### config.mk
export PLATFORM = sky130hd
export DESIGN_NAME = lsrc_top
export DESIGN_NICKNAME = d
export VERILOG_FILES = /design/src/hw/lsrc_pkg.sv /design/src/hw/lsrc_conv_if.sv /design/src/hw/lsrc_conv_timer.sv /design/src/hw/lsrc_top.sv
export VERILOG_INCLUDE_DIRS = /design/src /design/src/hw
export SDC_FILE = /design/constraint.sdc
export NUM_CORES = 1
export LEC_CHECK = 0
export BUFFER_PORTS_ARGS = -buffer_cell sky130_fd_sc_hd__buf_2
export CORE_UTILIZATION = 55
export CTS_BUF_LIST = sky130_fd_sc_hd__clkbuf_16
export CTS_CLUSTER_DIAMETER = 120
export DETAILED_ROUTE_END_ITERATION = 8
export PLACE_DENSITY_LB_ADDON = 0.08
export SYNTH_ARGS = -nofsm -noshare
export SYNTH_HDL_FRONTEND = slang
export SYNTH_SLANG_ARGS = --single-unit
### constraint.sdc
create_clock -name clock -period 7.9 [get_ports clock]
set_input_delay 0 -clock clock [delete_from_list [all_inputs] [get_ports clock]]
set_output_delay 0 -clock clock [all_outputs]
set_load 0.01 [all_outputs]
### src/hw/lsrc_defines.svh
// Offsets, field positions, reset values and timing constants of the light sensor control block
`ifndef LSRC_DEFINES_SVH
`define LSRC_DEFINES_SVH

// ----------------------------------------------------------------
// Serial bus identity
// ----------------------------------------------------------------
`define LSRC_BUS_ADDR       7'h44

// ----------------------------------------------------------------
// Register offsets
// ----------------------------------------------------------------
`define LSRC_OFS_OPCTL      8'h00
`define LSRC_OFS_SETUP      8'h01
`define LSRC_OFS_RES_LO     8'h02
`define LSRC_OFS_RES_HI     8'h03
`define LSRC_OFS_IDENT      8'h0f

// ----------------------------------------------------------------
// Field positions
// ----------------------------------------------------------------
`define LSRC_MODE_MSB       7
`define LSRC_MODE_LSB       5
`define LSRC_RES_MSB        3
`define LSRC_RES_LSB        2
`define LSRC_SCALE_MSB      1
`define LSRC_SCALE_LSB      0
`define LSRC_BROWNOUT_FLAG_BIT       7

// ----------------------------------------------------------------
// Reset values
// ----------------------------------------------------------------
`define LSRC_OPCTL_RST      3'h0
`define LSRC_SETUP_RST      4'h0
`define LSRC_RESULT_RST     16'h0000
`define LSRC_BROWNOUT_FLAG_RST       1'b1

// ----------------------------------------------------------------
// Result widths per resolution code
// ----------------------------------------------------------------
`define LSRC_BITS_R16       5'd16
`define LSRC_BITS_R12       5'd12
`define LSRC_BITS_R8        5'd8
`define LSRC_BITS_R4        5'd4

// ----------------------------------------------------------------
// Full-scale illuminance per range code, in lux
// ----------------------------------------------------------------
`define LSRC_FS_LUX0        16'd1000
`define LSRC_FS_LUX1        16'd4000
`define LSRC_FS_LUX2        16'd16000
`define LSRC_FS_LUX3        16'd64000

// ----------------------------------------------------------------
// Timing: clock period and integration times
// ----------------------------------------------------------------
`define LSRC_CLK_NS         8.0
`define LSRC_TINT16_MS      105.0
`define LSRC_TINT12_MS      5.6
`define LSRC_TINT8_MS       0.352
`define LSRC_TINT4_MS       0.022
`define LSRC_MS2CYC(ms)     ($rtoi((ms) * 1000000.0 / `LSRC_CLK_NS))
`define LSRC_CYC_R4         `LSRC_MS2CYC(`LSRC_TINT4_MS)

`endif

### src/hw/lsrc_pkg.sv
// Types shared by the light sensor control block
package lsrc_pkg;

    // Operation mode codes of the first control register
    typedef enum logic [2:0] {
        lsrc_mode_off      = 3'b000,
        lsrc_mode_once_vis = 3'b001,
        lsrc_mode_once_ir  = 3'b010,
        lsrc_mode_cont_vis = 3'b101,
        lsrc_mode_cont_ir  = 3'b110
    } lsrc_mode_t;

    // Resolution codes of the second control register
    typedef enum logic [1:0] {
        lsrc_res_16 = 2'b00,
        lsrc_res_12 = 2'b01,
        lsrc_res_8  = 2'b10,
        lsrc_res_4  = 2'b11
    } lsrc_res_t;

    // Serial bus engine states
    typedef enum logic [2:0] {
        lsrc_bus_idle,
        lsrc_bus_dev,
        lsrc_bus_reg,
        lsrc_bus_wr,
        lsrc_bus_ack,
        lsrc_bus_rd,
        lsrc_bus_rack
    } lsrc_bus_st_t;

    // Conversion sequencer states
    typedef enum logic [1:0] {
        lsrc_conv_off,
        lsrc_conv_run,
        lsrc_conv_hold
    } lsrc_conv_st_t;

endpackage

### src/hw/lsrc_conv_if.sv
// Handshake between the conversion sequencer and the integration timer
`timescale 1ns/100ps
interface lsrc_conv_if;
    import lsrc_pkg::*;

    logic      start;
    logic      abort;
    lsrc_res_t res_sel;
    logic      done;

    modport ctl (output start, output abort, output res_sel, input done);
    modport tmr (input start, input abort, input res_sel, output done);
endinterface

### src/hw/lsrc_conv_timer.sv
// Integration timer: counts the integration period chosen by the resolution
`timescale 1ns/100ps
`include "lsrc_defines.svh"
module lsrc_conv_timer
    import lsrc_pkg::*;
#(
    parameter int CYC_R16 = `LSRC_MS2CYC(`LSRC_TINT16_MS),
    parameter int CYC_R12 = `LSRC_MS2CYC(`LSRC_TINT12_MS),
    parameter int CYC_R8  = `LSRC_MS2CYC(`LSRC_TINT8_MS)
) (
    // Clock and reset
    input wire logic clock,
    input wire logic rst_n,
    // Sequencer side
    lsrc_conv_if.tmr conv
);

    logic [23:0] count;
    logic [23:0] next_count;
    logic        run;
    logic        next_run;
    logic        done_q;
    logic        next_done;
    logic [23:0] limit;

    // ----------------------------------------------------------------
    // Period select and count
    // ----------------------------------------------------------------
    always_comb begin
        case (conv.res_sel)
            lsrc_res_16: limit = 24'(CYC_R16);
            lsrc_res_12: limit = 24'(CYC_R12);
            lsrc_res_8:  limit = 24'(CYC_R8);
            default:     limit = 24'(`LSRC_CYC_R4);
        endcase
        next_count = count;
        next_run   = run;
        next_done  = 1'b0;
        // Start wins over abort so a rewrite restarts cleanly
        if (conv.start) begin
            next_run   = 1'b1;
            next_count = limit - 24'd1;
        end else if (conv.abort) begin
            next_run = 1'b0;
        end else if (run) begin
            if (count == 24'd0) begin
                next_run  = 1'b0;
                next_done = 1'b1;
            end else begin
                next_count = count - 24'd1;
            end
        end
    end

    // Registers
    always_ff @(posedge clock or negedge rst_n) begin
        if (!rst_n) begin
            count  <= 24'd0;
            run    <= 1'b0;
            done_q <= 1'b0;
        end else begin
            count  <= next_count;
            run    <= next_run;
            done_q <= next_done;
        end
    end

    assign conv.done = done_q;

endmodule

### src/hw/lsrc_top.sv
// Light sensor register control: serial bus slave, registers and conversion sequencer
//
// What this block does
// - Every register is reached only through the two-wire serial bus.
// - Mode field sits in bits 7:5, resets to zero, starting powered down.
// - Modes: off, visible once, infrared once, visible continuous, infrared continuous.
// - Second register resets to zero; resolution bits 3:2, range bits 1:0.
// - Range code selects 1000, 4000, 16000 or 64000 lux full scale.
// - Resolution code selects 16, 12, 8 or 4 bit conversions.
// - Integration period follows resolution: 105, 5.6, 0.352, 0.022 ms.
// - Result held in read-only bytes at 0x02 and 0x03, zero after reset.
// - Result is right-aligned from bit zero for every resolution.
// - Both result bytes update at the end of every completed conversion.
// - Identity register at 0x0F returns a fixed read-only code in bits 5:3.
// - Identity bit 7 is a brownout flag reading one after power-up.
// - Host clears brownout with a write; it stays zero until next power-up.
`timescale 1ns/100ps
`include "lsrc_defines.svh"
module lsrc_top
    import lsrc_pkg::*;
#(
    parameter int         CYC_R16   = `LSRC_MS2CYC(`LSRC_TINT16_MS),
    parameter int         CYC_R12   = `LSRC_MS2CYC(`LSRC_TINT12_MS),
    parameter int         CYC_R8    = `LSRC_MS2CYC(`LSRC_TINT8_MS),
    parameter logic [2:0] DEV_CODE  = 3'h2  // Arbitrary device code value
) (
    // Clock and reset
    input  wire logic        clock,
    input  wire logic        rst_n,
    // Two-wire serial bus, open drain data
    input  wire logic        scl_in,
    input  wire logic        sda_in,
    output var  logic        sda_out,
    output var  logic        sda_oe,
    // Converter front end
    input  wire logic [15:0] adc_visible_raw,
    input  wire logic [15:0] adc_infrared_raw,
    output var  logic        conv_active,
    output var  logic        infrared_select,
    output var  logic [1:0]  full_scale_selection,
    output var  logic [15:0] full_scale_lux
);

    // ----------------------------------------------------------------
    // Declarations
    // ----------------------------------------------------------------
    lsrc_conv_if conv ();

    logic          scl_q;
    logic          sda_q;
    logic          scl_rise;
    logic          scl_fall;
    logic          start_ev;
    logic          stop_ev;

    lsrc_bus_st_t  bus_st;
    lsrc_bus_st_t  next_bus_st;
    lsrc_bus_st_t  ret_st;
    lsrc_bus_st_t  next_ret_st;
    logic [7:0]    shreg;
    logic [7:0]    next_shreg;
    logic [3:0]    bit_cnt;
    logic [3:0]    next_bit_cnt;
    logic [7:0]    ptr;
    logic [7:0]    next_ptr;
    logic          next_sda_oe;
    logic          wr_en;
    logic [7:0]    wr_data;

    logic [2:0]    mode;
    logic [2:0]    next_mode;
    logic [3:0]    setup;
    logic [3:0]    next_setup;
    logic [15:0]   result;
    logic [15:0]   next_result;
    logic          brownout_flag;
    logic          next_brownout_flag;
    logic          mode_wr;
    logic          setup_wr;

    lsrc_conv_st_t conv_st;
    lsrc_conv_st_t next_conv_st;
    logic          ir_chan;
    logic          next_ir_chan;

    // ----------------------------------------------------------------
    // Helpers
    // ----------------------------------------------------------------
    // Read mux; unmapped and reserved bits read as zero
    function automatic logic [7:0] rd_mux(input logic [7:0] a);
        logic [7:0] d;
        d = 8'h00;
        if (a == `LSRC_OFS_OPCTL) begin
            d[`LSRC_MODE_MSB:`LSRC_MODE_LSB] = mode;
        end else if (a == `LSRC_OFS_SETUP) begin
            d[`LSRC_RES_MSB:`LSRC_SCALE_LSB] = setup;
        end else if (a == `LSRC_OFS_RES_LO) begin
            d = result[7:0];
        end else if (a == `LSRC_OFS_RES_HI) begin
            d = result[15:8];
        end else if (a == `LSRC_OFS_IDENT) begin
            d[5:3]            = DEV_CODE;
            d[`LSRC_BROWNOUT_FLAG_BIT] = brownout_flag;
        end
        return d;
    endfunction

    // Pointer walks 0,1,2,3,0x0F and rolls back to 0
    function automatic logic [7:0] ptr_inc(input logic [7:0] a);
        logic [7:0] n;
        n = a + 8'h01;
        if (a == `LSRC_OFS_RES_HI) begin
            n = `LSRC_OFS_IDENT;
        end else if (a >= `LSRC_OFS_IDENT) begin
            n = `LSRC_OFS_OPCTL;
        end
        return n;
    endfunction

    // Result width for the resolution code
    function automatic logic [4:0] res_bits(input logic [1:0] r);
        logic [4:0] b;
        case (lsrc_res_t'(r))
            lsrc_res_16: b = `LSRC_BITS_R16;
            lsrc_res_12: b = `LSRC_BITS_R12;
            lsrc_res_8:  b = `LSRC_BITS_R8;
            default:     b = `LSRC_BITS_R4;
        endcase
        return b;
    endfunction

    // ----------------------------------------------------------------
    // Bus line events
    // ----------------------------------------------------------------
    // Lines are taken as already synchronous; one stage of history finds edges
    assign scl_rise = scl_in & ~scl_q;
    assign scl_fall = ~scl_in & scl_q;
    assign start_ev = scl_in & scl_q & sda_q & ~sda_in;
    assign stop_ev  = scl_in & scl_q & ~sda_q & sda_in;
    assign wr_data  = shreg;

    // ----------------------------------------------------------------
    // Serial bus engine
    // ----------------------------------------------------------------
    always_comb begin
        next_bus_st  = bus_st;
        next_ret_st  = ret_st;
        next_shreg   = shreg;
        next_bit_cnt = bit_cnt;
        next_ptr     = ptr;
        next_sda_oe  = sda_oe;
        wr_en        = 1'b0;
        if (stop_ev) begin
            next_bus_st = lsrc_bus_idle;
            next_sda_oe = 1'b0;
        end else if (start_ev) begin
            next_bus_st  = lsrc_bus_dev;
            next_bit_cnt = 4'd0;
            next_sda_oe  = 1'b0;
        end else begin
            case (bus_st)
                lsrc_bus_dev, lsrc_bus_reg, lsrc_bus_wr: begin
                    if (scl_rise && bit_cnt < 4'd8) begin
                        next_shreg   = {shreg[6:0], sda_in};
                        next_bit_cnt = bit_cnt + 4'd1;
                    end else if (scl_fall && bit_cnt == 4'd8) begin
                        next_bit_cnt = 4'd0;
                        next_sda_oe  = 1'b1;
                        next_bus_st  = lsrc_bus_ack;
                        if (bus_st == lsrc_bus_dev) begin
                            next_ret_st = shreg[0] ? lsrc_bus_rd : lsrc_bus_reg;
                            if (shreg[7:1] != `LSRC_BUS_ADDR) begin
                                next_sda_oe = 1'b0;
                                next_bus_st = lsrc_bus_idle;
                            end
                        end else if (bus_st == lsrc_bus_reg) begin
                            next_ptr    = shreg;
                            next_ret_st = lsrc_bus_wr;
                        end else begin
                            // Burst writes advance the pointer after each byte
                            wr_en       = 1'b1;
                            next_ptr    = ptr_inc(ptr);
                            next_ret_st = lsrc_bus_wr;
                        end
                    end
                end
                lsrc_bus_ack: begin
                    if (scl_fall) begin
                        next_sda_oe  = 1'b0;
                        next_bus_st  = ret_st;
                        next_bit_cnt = 4'd0;
                        if (ret_st == lsrc_bus_rd) begin
                            next_shreg   = rd_mux(ptr);
                            next_sda_oe  = ~next_shreg[7];
                            next_bit_cnt = 4'd1;
                        end
                    end
                end
                lsrc_bus_rd: begin
                    if (scl_fall) begin
                        if (bit_cnt == 4'd8) begin
                            next_sda_oe = 1'b0;
                            next_bus_st = lsrc_bus_rack;
                        end else begin
                            next_sda_oe  = ~shreg[6];
                            next_shreg   = {shreg[6:0], 1'b0};
                            next_bit_cnt = bit_cnt + 4'd1;
                        end
                    end
                end
                lsrc_bus_rack: begin
                    // A missing acknowledge ends the burst
                    if (scl_rise && sda_in) begin
                        next_bus_st = lsrc_bus_idle;
                    end else if (scl_fall) begin
                        next_ptr     = ptr_inc(ptr);
                        next_shreg   = rd_mux(ptr_inc(ptr));
                        next_sda_oe  = ~next_shreg[7];
                        next_bit_cnt = 4'd1;
                        next_bus_st  = lsrc_bus_rd;
                    end
                end
                default: begin
                    next_bus_st = lsrc_bus_idle;
                end
            endcase
        end
    end

    always_ff @(posedge clock or negedge rst_n) begin
        if (!rst_n) begin
            scl_q   <= 1'b1;
            sda_q   <= 1'b1;
            bus_st  <= lsrc_bus_idle;
            ret_st  <= lsrc_bus_idle;
            shreg   <= 8'h00;
            bit_cnt <= 4'd0;
            ptr     <= 8'h00;
            sda_oe  <= 1'b0;
            sda_out <= 1'b0;
        end else begin
            scl_q   <= scl_in;
            sda_q   <= sda_in;
            bus_st  <= next_bus_st;
            ret_st  <= next_ret_st;
            shreg   <= next_shreg;
            bit_cnt <= next_bit_cnt;
            ptr     <= next_ptr;
            sda_oe  <= next_sda_oe;
            sda_out <= 1'b0;  // Open drain only ever pulls low
        end
    end

    // ----------------------------------------------------------------
    // Register file
    // ----------------------------------------------------------------
    // The two result bytes are not latched together; a conversion between two
    // byte reads can tear the value, even in a burst read, which fetches each byte on its own acknowledge.
    always_comb begin
        next_mode          = mode;
        next_setup         = setup;
        next_result        = result;
        next_brownout_flag = brownout_flag;
        mode_wr            = 1'b0;
        setup_wr           = 1'b0;
        if (wr_en) begin
            if (ptr == `LSRC_OFS_OPCTL) begin
                next_mode = wr_data[`LSRC_MODE_MSB:`LSRC_MODE_LSB];
                mode_wr   = 1'b1;
            end else if (ptr == `LSRC_OFS_SETUP) begin
                next_setup = wr_data[`LSRC_RES_MSB:`LSRC_SCALE_LSB];
                setup_wr   = 1'b1;
            end else if (ptr == `LSRC_OFS_IDENT) begin
                // Only clearing is possible; power-up is the only setter
                if (!wr_data[`LSRC_BROWNOUT_FLAG_BIT]) begin
                    next_brownout_flag = 1'b0;
                end
            end
        end
        // Right-align by dropping the unresolved low bits
        if (conv.done && conv_st == lsrc_conv_run) begin
            next_result = (ir_chan ? adc_infrared_raw : adc_visible_raw)
                          >> (5'd16 - res_bits(setup[3:2]));
        end
    end

    always_ff @(posedge clock or negedge rst_n) begin
        if (!rst_n) begin
            mode          <= `LSRC_OPCTL_RST;
            setup         <= `LSRC_SETUP_RST;
            result        <= `LSRC_RESULT_RST;
            brownout_flag <= `LSRC_BROWNOUT_FLAG_RST;
        end else begin
            mode          <= next_mode;
            setup         <= next_setup;
            result        <= next_result;
            brownout_flag <= next_brownout_flag;
        end
    end

    // ----------------------------------------------------------------
    // Conversion sequencer
    // ----------------------------------------------------------------
    assign conv.res_sel = lsrc_res_t'(next_setup[3:2]);

    always_comb begin
        next_conv_st = conv_st;
        next_ir_chan = ir_chan;
        conv.start   = 1'b0;
        conv.abort   = 1'b0;
        if (mode_wr || setup_wr) begin
            // A mode write, or a setup write while converting, restarts with the new settings
            case (lsrc_mode_t'(next_mode))
                lsrc_mode_once_vis, lsrc_mode_cont_vis: begin
                    next_ir_chan = 1'b0;
                    next_conv_st = lsrc_conv_run;
                    conv.start   = 1'b1;
                end
                lsrc_mode_once_ir, lsrc_mode_cont_ir: begin
                    next_ir_chan = 1'b1;
                    next_conv_st = lsrc_conv_run;
                    conv.start   = 1'b1;
                end
                default: begin
                    // Reserved codes are treated as power-down
                    next_conv_st = lsrc_conv_off;
                    conv.abort   = 1'b1;
                end
            endcase
            // A setup write during a finished single shot waits for a mode write
            if (!mode_wr && conv_st != lsrc_conv_run) begin
                next_conv_st = conv_st;
                conv.start   = 1'b0;
                conv.abort   = 1'b0;
            end
        end else begin
            case (conv_st)
                lsrc_conv_run: begin
                    if (conv.done) begin
                        if (mode[2]) begin
                            conv.start = 1'b1;
                        end else begin
                            next_conv_st = lsrc_conv_hold;
                        end
                    end
                end
                default: begin
                    next_conv_st = conv_st;
                end
            endcase
        end
    end

    always_ff @(posedge clock or negedge rst_n) begin
        if (!rst_n) begin
            conv_st              <= lsrc_conv_off;
            ir_chan              <= 1'b0;
            conv_active          <= 1'b0;
            infrared_select      <= 1'b0;
            full_scale_selection <= 2'b00;
            full_scale_lux       <= `LSRC_FS_LUX0;
        end else begin
            conv_st              <= next_conv_st;
            ir_chan              <= next_ir_chan;
            conv_active          <= (next_conv_st == lsrc_conv_run);
            infrared_select      <= next_ir_chan;
            full_scale_selection <= next_setup[`LSRC_SCALE_MSB:`LSRC_SCALE_LSB];
            case (next_setup[`LSRC_SCALE_MSB:`LSRC_SCALE_LSB])
                2'b00:   full_scale_lux <= `LSRC_FS_LUX0;
                2'b01:   full_scale_lux <= `LSRC_FS_LUX1;
                2'b10:   full_scale_lux <= `LSRC_FS_LUX2;
                default: full_scale_lux <= `LSRC_FS_LUX3;
            endcase
        end
    end

    // ----------------------------------------------------------------
    // Integration timer
    // ----------------------------------------------------------------
    lsrc_conv_timer #(
        .CYC_R16 (CYC_R16),
        .CYC_R12 (CYC_R12),
        .CYC_R8  (CYC_R8)
    ) u_timer (
        .clock (clock),
        .rst_n (rst_n),
        .conv  (conv.tmr)
    );

endmodule

==> results.cfg <==
[clock_network]
clock_sinks = 90
postCtsHoldBufs = 3
clock_latency_ns = 0.34
cts_made_buffers = 9
cts_setup_buffers = 0
cts.path.max_buffers = 2
cts_tree = yes
cts-resized-gates = 0
clkTransAtPathRegs_ns = 0.06
h-tree-depth = 3
cts_root_buf = clkbuf_16

[routing]
drt_iter0_drc = 375
viasPerCell = 6.34
totalWireLength_um = 14800
drc = 0
ant_nets = 0
dr.pass1.iters = 6
vias = 5104
avgRoutedWirePerCell_um = 18.4

[die]
die_w_um = 105
core_area_um2 = 10300
io_pins = 58
row_count = 37
die_h_um = 105
dieArea_um2 = 11100
start_util = 0.569

[global_route]
grt_overflow = 0
grt_pass1_vias = 4949
use_met3 = 0.0637
grt_use_total = 0.282
grt_max_degree = 59
grt_pass1_wl_um = 24600
grt.busiest_layer = met2
gr-usage-met1 = 0.385
grtUsageMet2 = 0.438
antenna_found_initial = 1

[placement]
gp_congestion = 0.916
port_buffers = 51
place_area_um2 = 6100
dpl.cell_count = 786
post-dp-hpwl_um = 10800

[layout]
final_cell_area_um2 = 6440
syn2layout_area_growth_pct = 9.81
fin_nets = 718
stdcell_count = 805
drive_gt1_frac = 0.160
antenna_cells = 0
fill_cells = 869

[yosys]
synthFlopType = dfrtp_1
synth_cells = 637
yosys.area.top_type_share = 0.358
syn_avg_cell_area_um2 = 9.21
synth_fa_ha_area_frac = 0.0384
yosysSeqAreaShare = 0.385
syn_area_um2 = 5870
synth_top_family_by_area = compound AO/OA/AOI/OAI gates
synthMuxAreaShare = 0.0742
yosysWarningCount = 0
synth-xor-area-share = 0.0254
synthArstFlopShare = 1.00
synth_area_leaders = dfrtp_1 (36%), ha_1 (3.8%), mux4_2 (3.8%)
synth_compound_area_frac = 0.216
ys_types = 71
synth-edff-count = 0
synth-simple-area-share = 0.200
synth_area_leader_cell = dfrtp_1
synth-seq-cells = 90

[hold_path]
hp-start = adc_visible_raw[12]
whs_endpoint = result[12]
hold_class = in2reg
min_path_cells = 3

[sta]
hold_violations = 0
worst_hold_slack_ns = 0.00752
max_freq_mhz = 229
period_needed_ns = 4.37
min_period_over_period = 0.553
worstMarginPinSlew_ns = 1.28
finClkSkew_ns = 0.00551
finalSetupViolCount = 0
final_max_slew_viol_count = 0
slew_headroom = 0.138
rsz0062_at_grt = false
fin_setup_tns_ns = 0

[worst_setup_path]
worstSetupEndpointType = flop
start_kind = flop
reg2regPathDepth = 12
cp.required_ns = 8.16
worstPathMaxFanout = 10
cp.arrival_ns = 4.63
ff2ff_setup_slack_ns = 3.53
reg2reg_from = ptr[0]
path_class = reg2reg
r2r-end = u_timer.count[20]

[power]
ir_worst_vdd_mv = 0.179
p_per_area_nw_per_um2 = 229
leakage_uw = 0.00277

[outcome]
status = completed

[run]
max_cap_violations = 0
metrics by stage:
| step | worst slack (ns) | total power (uW) | utilization |
|---|---|---|---|
| after detailed placement | 3.63 | 1020 | 0.591 |
| final | 3.53 | 1470 | 0.624 |
| after global placement | 3.78 | 1010 | 0.591 |
| after global routing | 3.08 | 1550 | 0.624 |
| after floorplan | 4.01 | 889 | - |
| after CTS | 3.60 | 1470 | 0.624 |
area by class of cell:
type / count / area (um^2) / area share
multi-input combinational: 475 / 3280 / 0.509
sequential: 90 / 2260 / 0.351
tap: 136 / 170 / 0.0264
clock inverter: 7 / 85.1 / 0.0132
inverter: 31 / 116 / 0.0181
clock buffer: 9 / 225 / 0.0349
timing repair buffer: 57 / 310 / 0.0481
cell families after synthesis:
family / count (synthesis)
flip-flops: 90
other: 2
AND/OR/NAND/NOR: 220
XOR/XNOR: 17
buffers and inverters: 76
multiplexers: 30
AO/OA/AOI/OAI: 184
adder cells (fa/ha/maj): 18
per-layer routing:
| layer | vias to the layer above | part of all wire |
|---|---|---|
| li1 | 2411 | - |
| met1 | 2459 | 0.45 |
| met2 | 212 | 0.47 |
| met3 | 22 | 0.063 |
| met4 | 0 | 0.018 |
| met5 | - | 0 |
how the worst max path moves through the flow:
stage | start | cells past startpoint | endpoint | slack (ns)
2_1_floorplan | ptr[0] | 13 | u_timer.count[16] | 4.01
3_3_place_gp | ptr[0] | 11 | u_timer.count[16] | 3.78
3_5_place_dp | ptr[0] | 11 | u_timer.count[16] | 3.63
4_1_cts | ptr[0] | 11 | u_timer.count[16] | 3.60
5_1_grt | ptr[0] | 12 | u_timer.count[10] | 3.08
6_report | ptr[0] | 12 | u_timer.count[20] | 3.53
synth_stat cells (4+ instances only):
cell / number
o21ai_1: 4
a21oi_1: 29
a22o_1: 9
nand2_1: 53
a211oi_1: 5
ha_1: 18
dfrtp_1: 84
nand3b_1: 4
o21a_1: 5
mux4_2: 10
a221oi_1: 10
nand3_1: 10
dfstp_2: 6
a22oi_1: 6
nor2b_1: 9
nand4_1: 5
nor4b_1: 4
buf_4: 13
nor2_1: 47
inv_1: 31
nor3b_1: 8
a21o_1: 5
mux2i_1: 12
o211ai_1: 11
or3_1: 5
or2_2: 4
o21ai_0: 41
nand2b_1: 6
a31oi_1: 13
a221o_1: 6
nor3_1: 25
o22ai_1: 4
nor4_1: 12
and2_1: 4
clkbuf_1: 25
mux2_2: 8
xnor2_1: 15
a21boi_0: 7
or4_1: 4
layout by cell type, fill, tap and decap left out, types with 6 or more instances in the layout:
master,count
mux2i_1,12
nand3_1,10
dfrtp_1,84
a31oi_1,12
a221o_1,6
dfstp_2,6
nor2_1,47
o211ai_1,11
xnor2_1,15
a22oi_1,6
buf_2,50
inv_1,32
mux2_2,8
nand2b_1,6
ha_1,18
nor3b_1,8
nor2b_1,9
a22o_1,9
mux4_2,10
conb_1,6
o21ai_0,41
clkbuf_16,9
a21boi_0,7
a221oi_1,10
a21oi_1,29
nor4_1,12
nand2_1,53
nor3_1,25
power breakdown:
part,internal (uW),switching [uW],total (uW)
Clock,274,174,448
Combinational,163,258,420
Sequential,505,99.3,605
Total,942,532,1470
registers in the layout (all words and copies together) (netlist names), 2 cells and up:
name	cells
ret_st	3
mode	3
ptr	8
bit_cnt	4
conv_st	2
setup	3
shreg	8
full_scale_lux	7
u_timer.count	24
result	16
bus_st	3
critical path, stage by stage (launching register included):
cell     delay, ns
dfrtp_1       0.48
inv_1         0.17
ha_1          0.35
nor4b_1       0.37
nand4_1       0.36
mux2i_1       0.63
inv_1         0.15
ha_1          0.36
nor4b_1       0.54
nand4_1       0.23
nor4b_1       0.37
nand2_1       0.14
o21ai_0       0.11
Power figures use the tool's default switching activity.
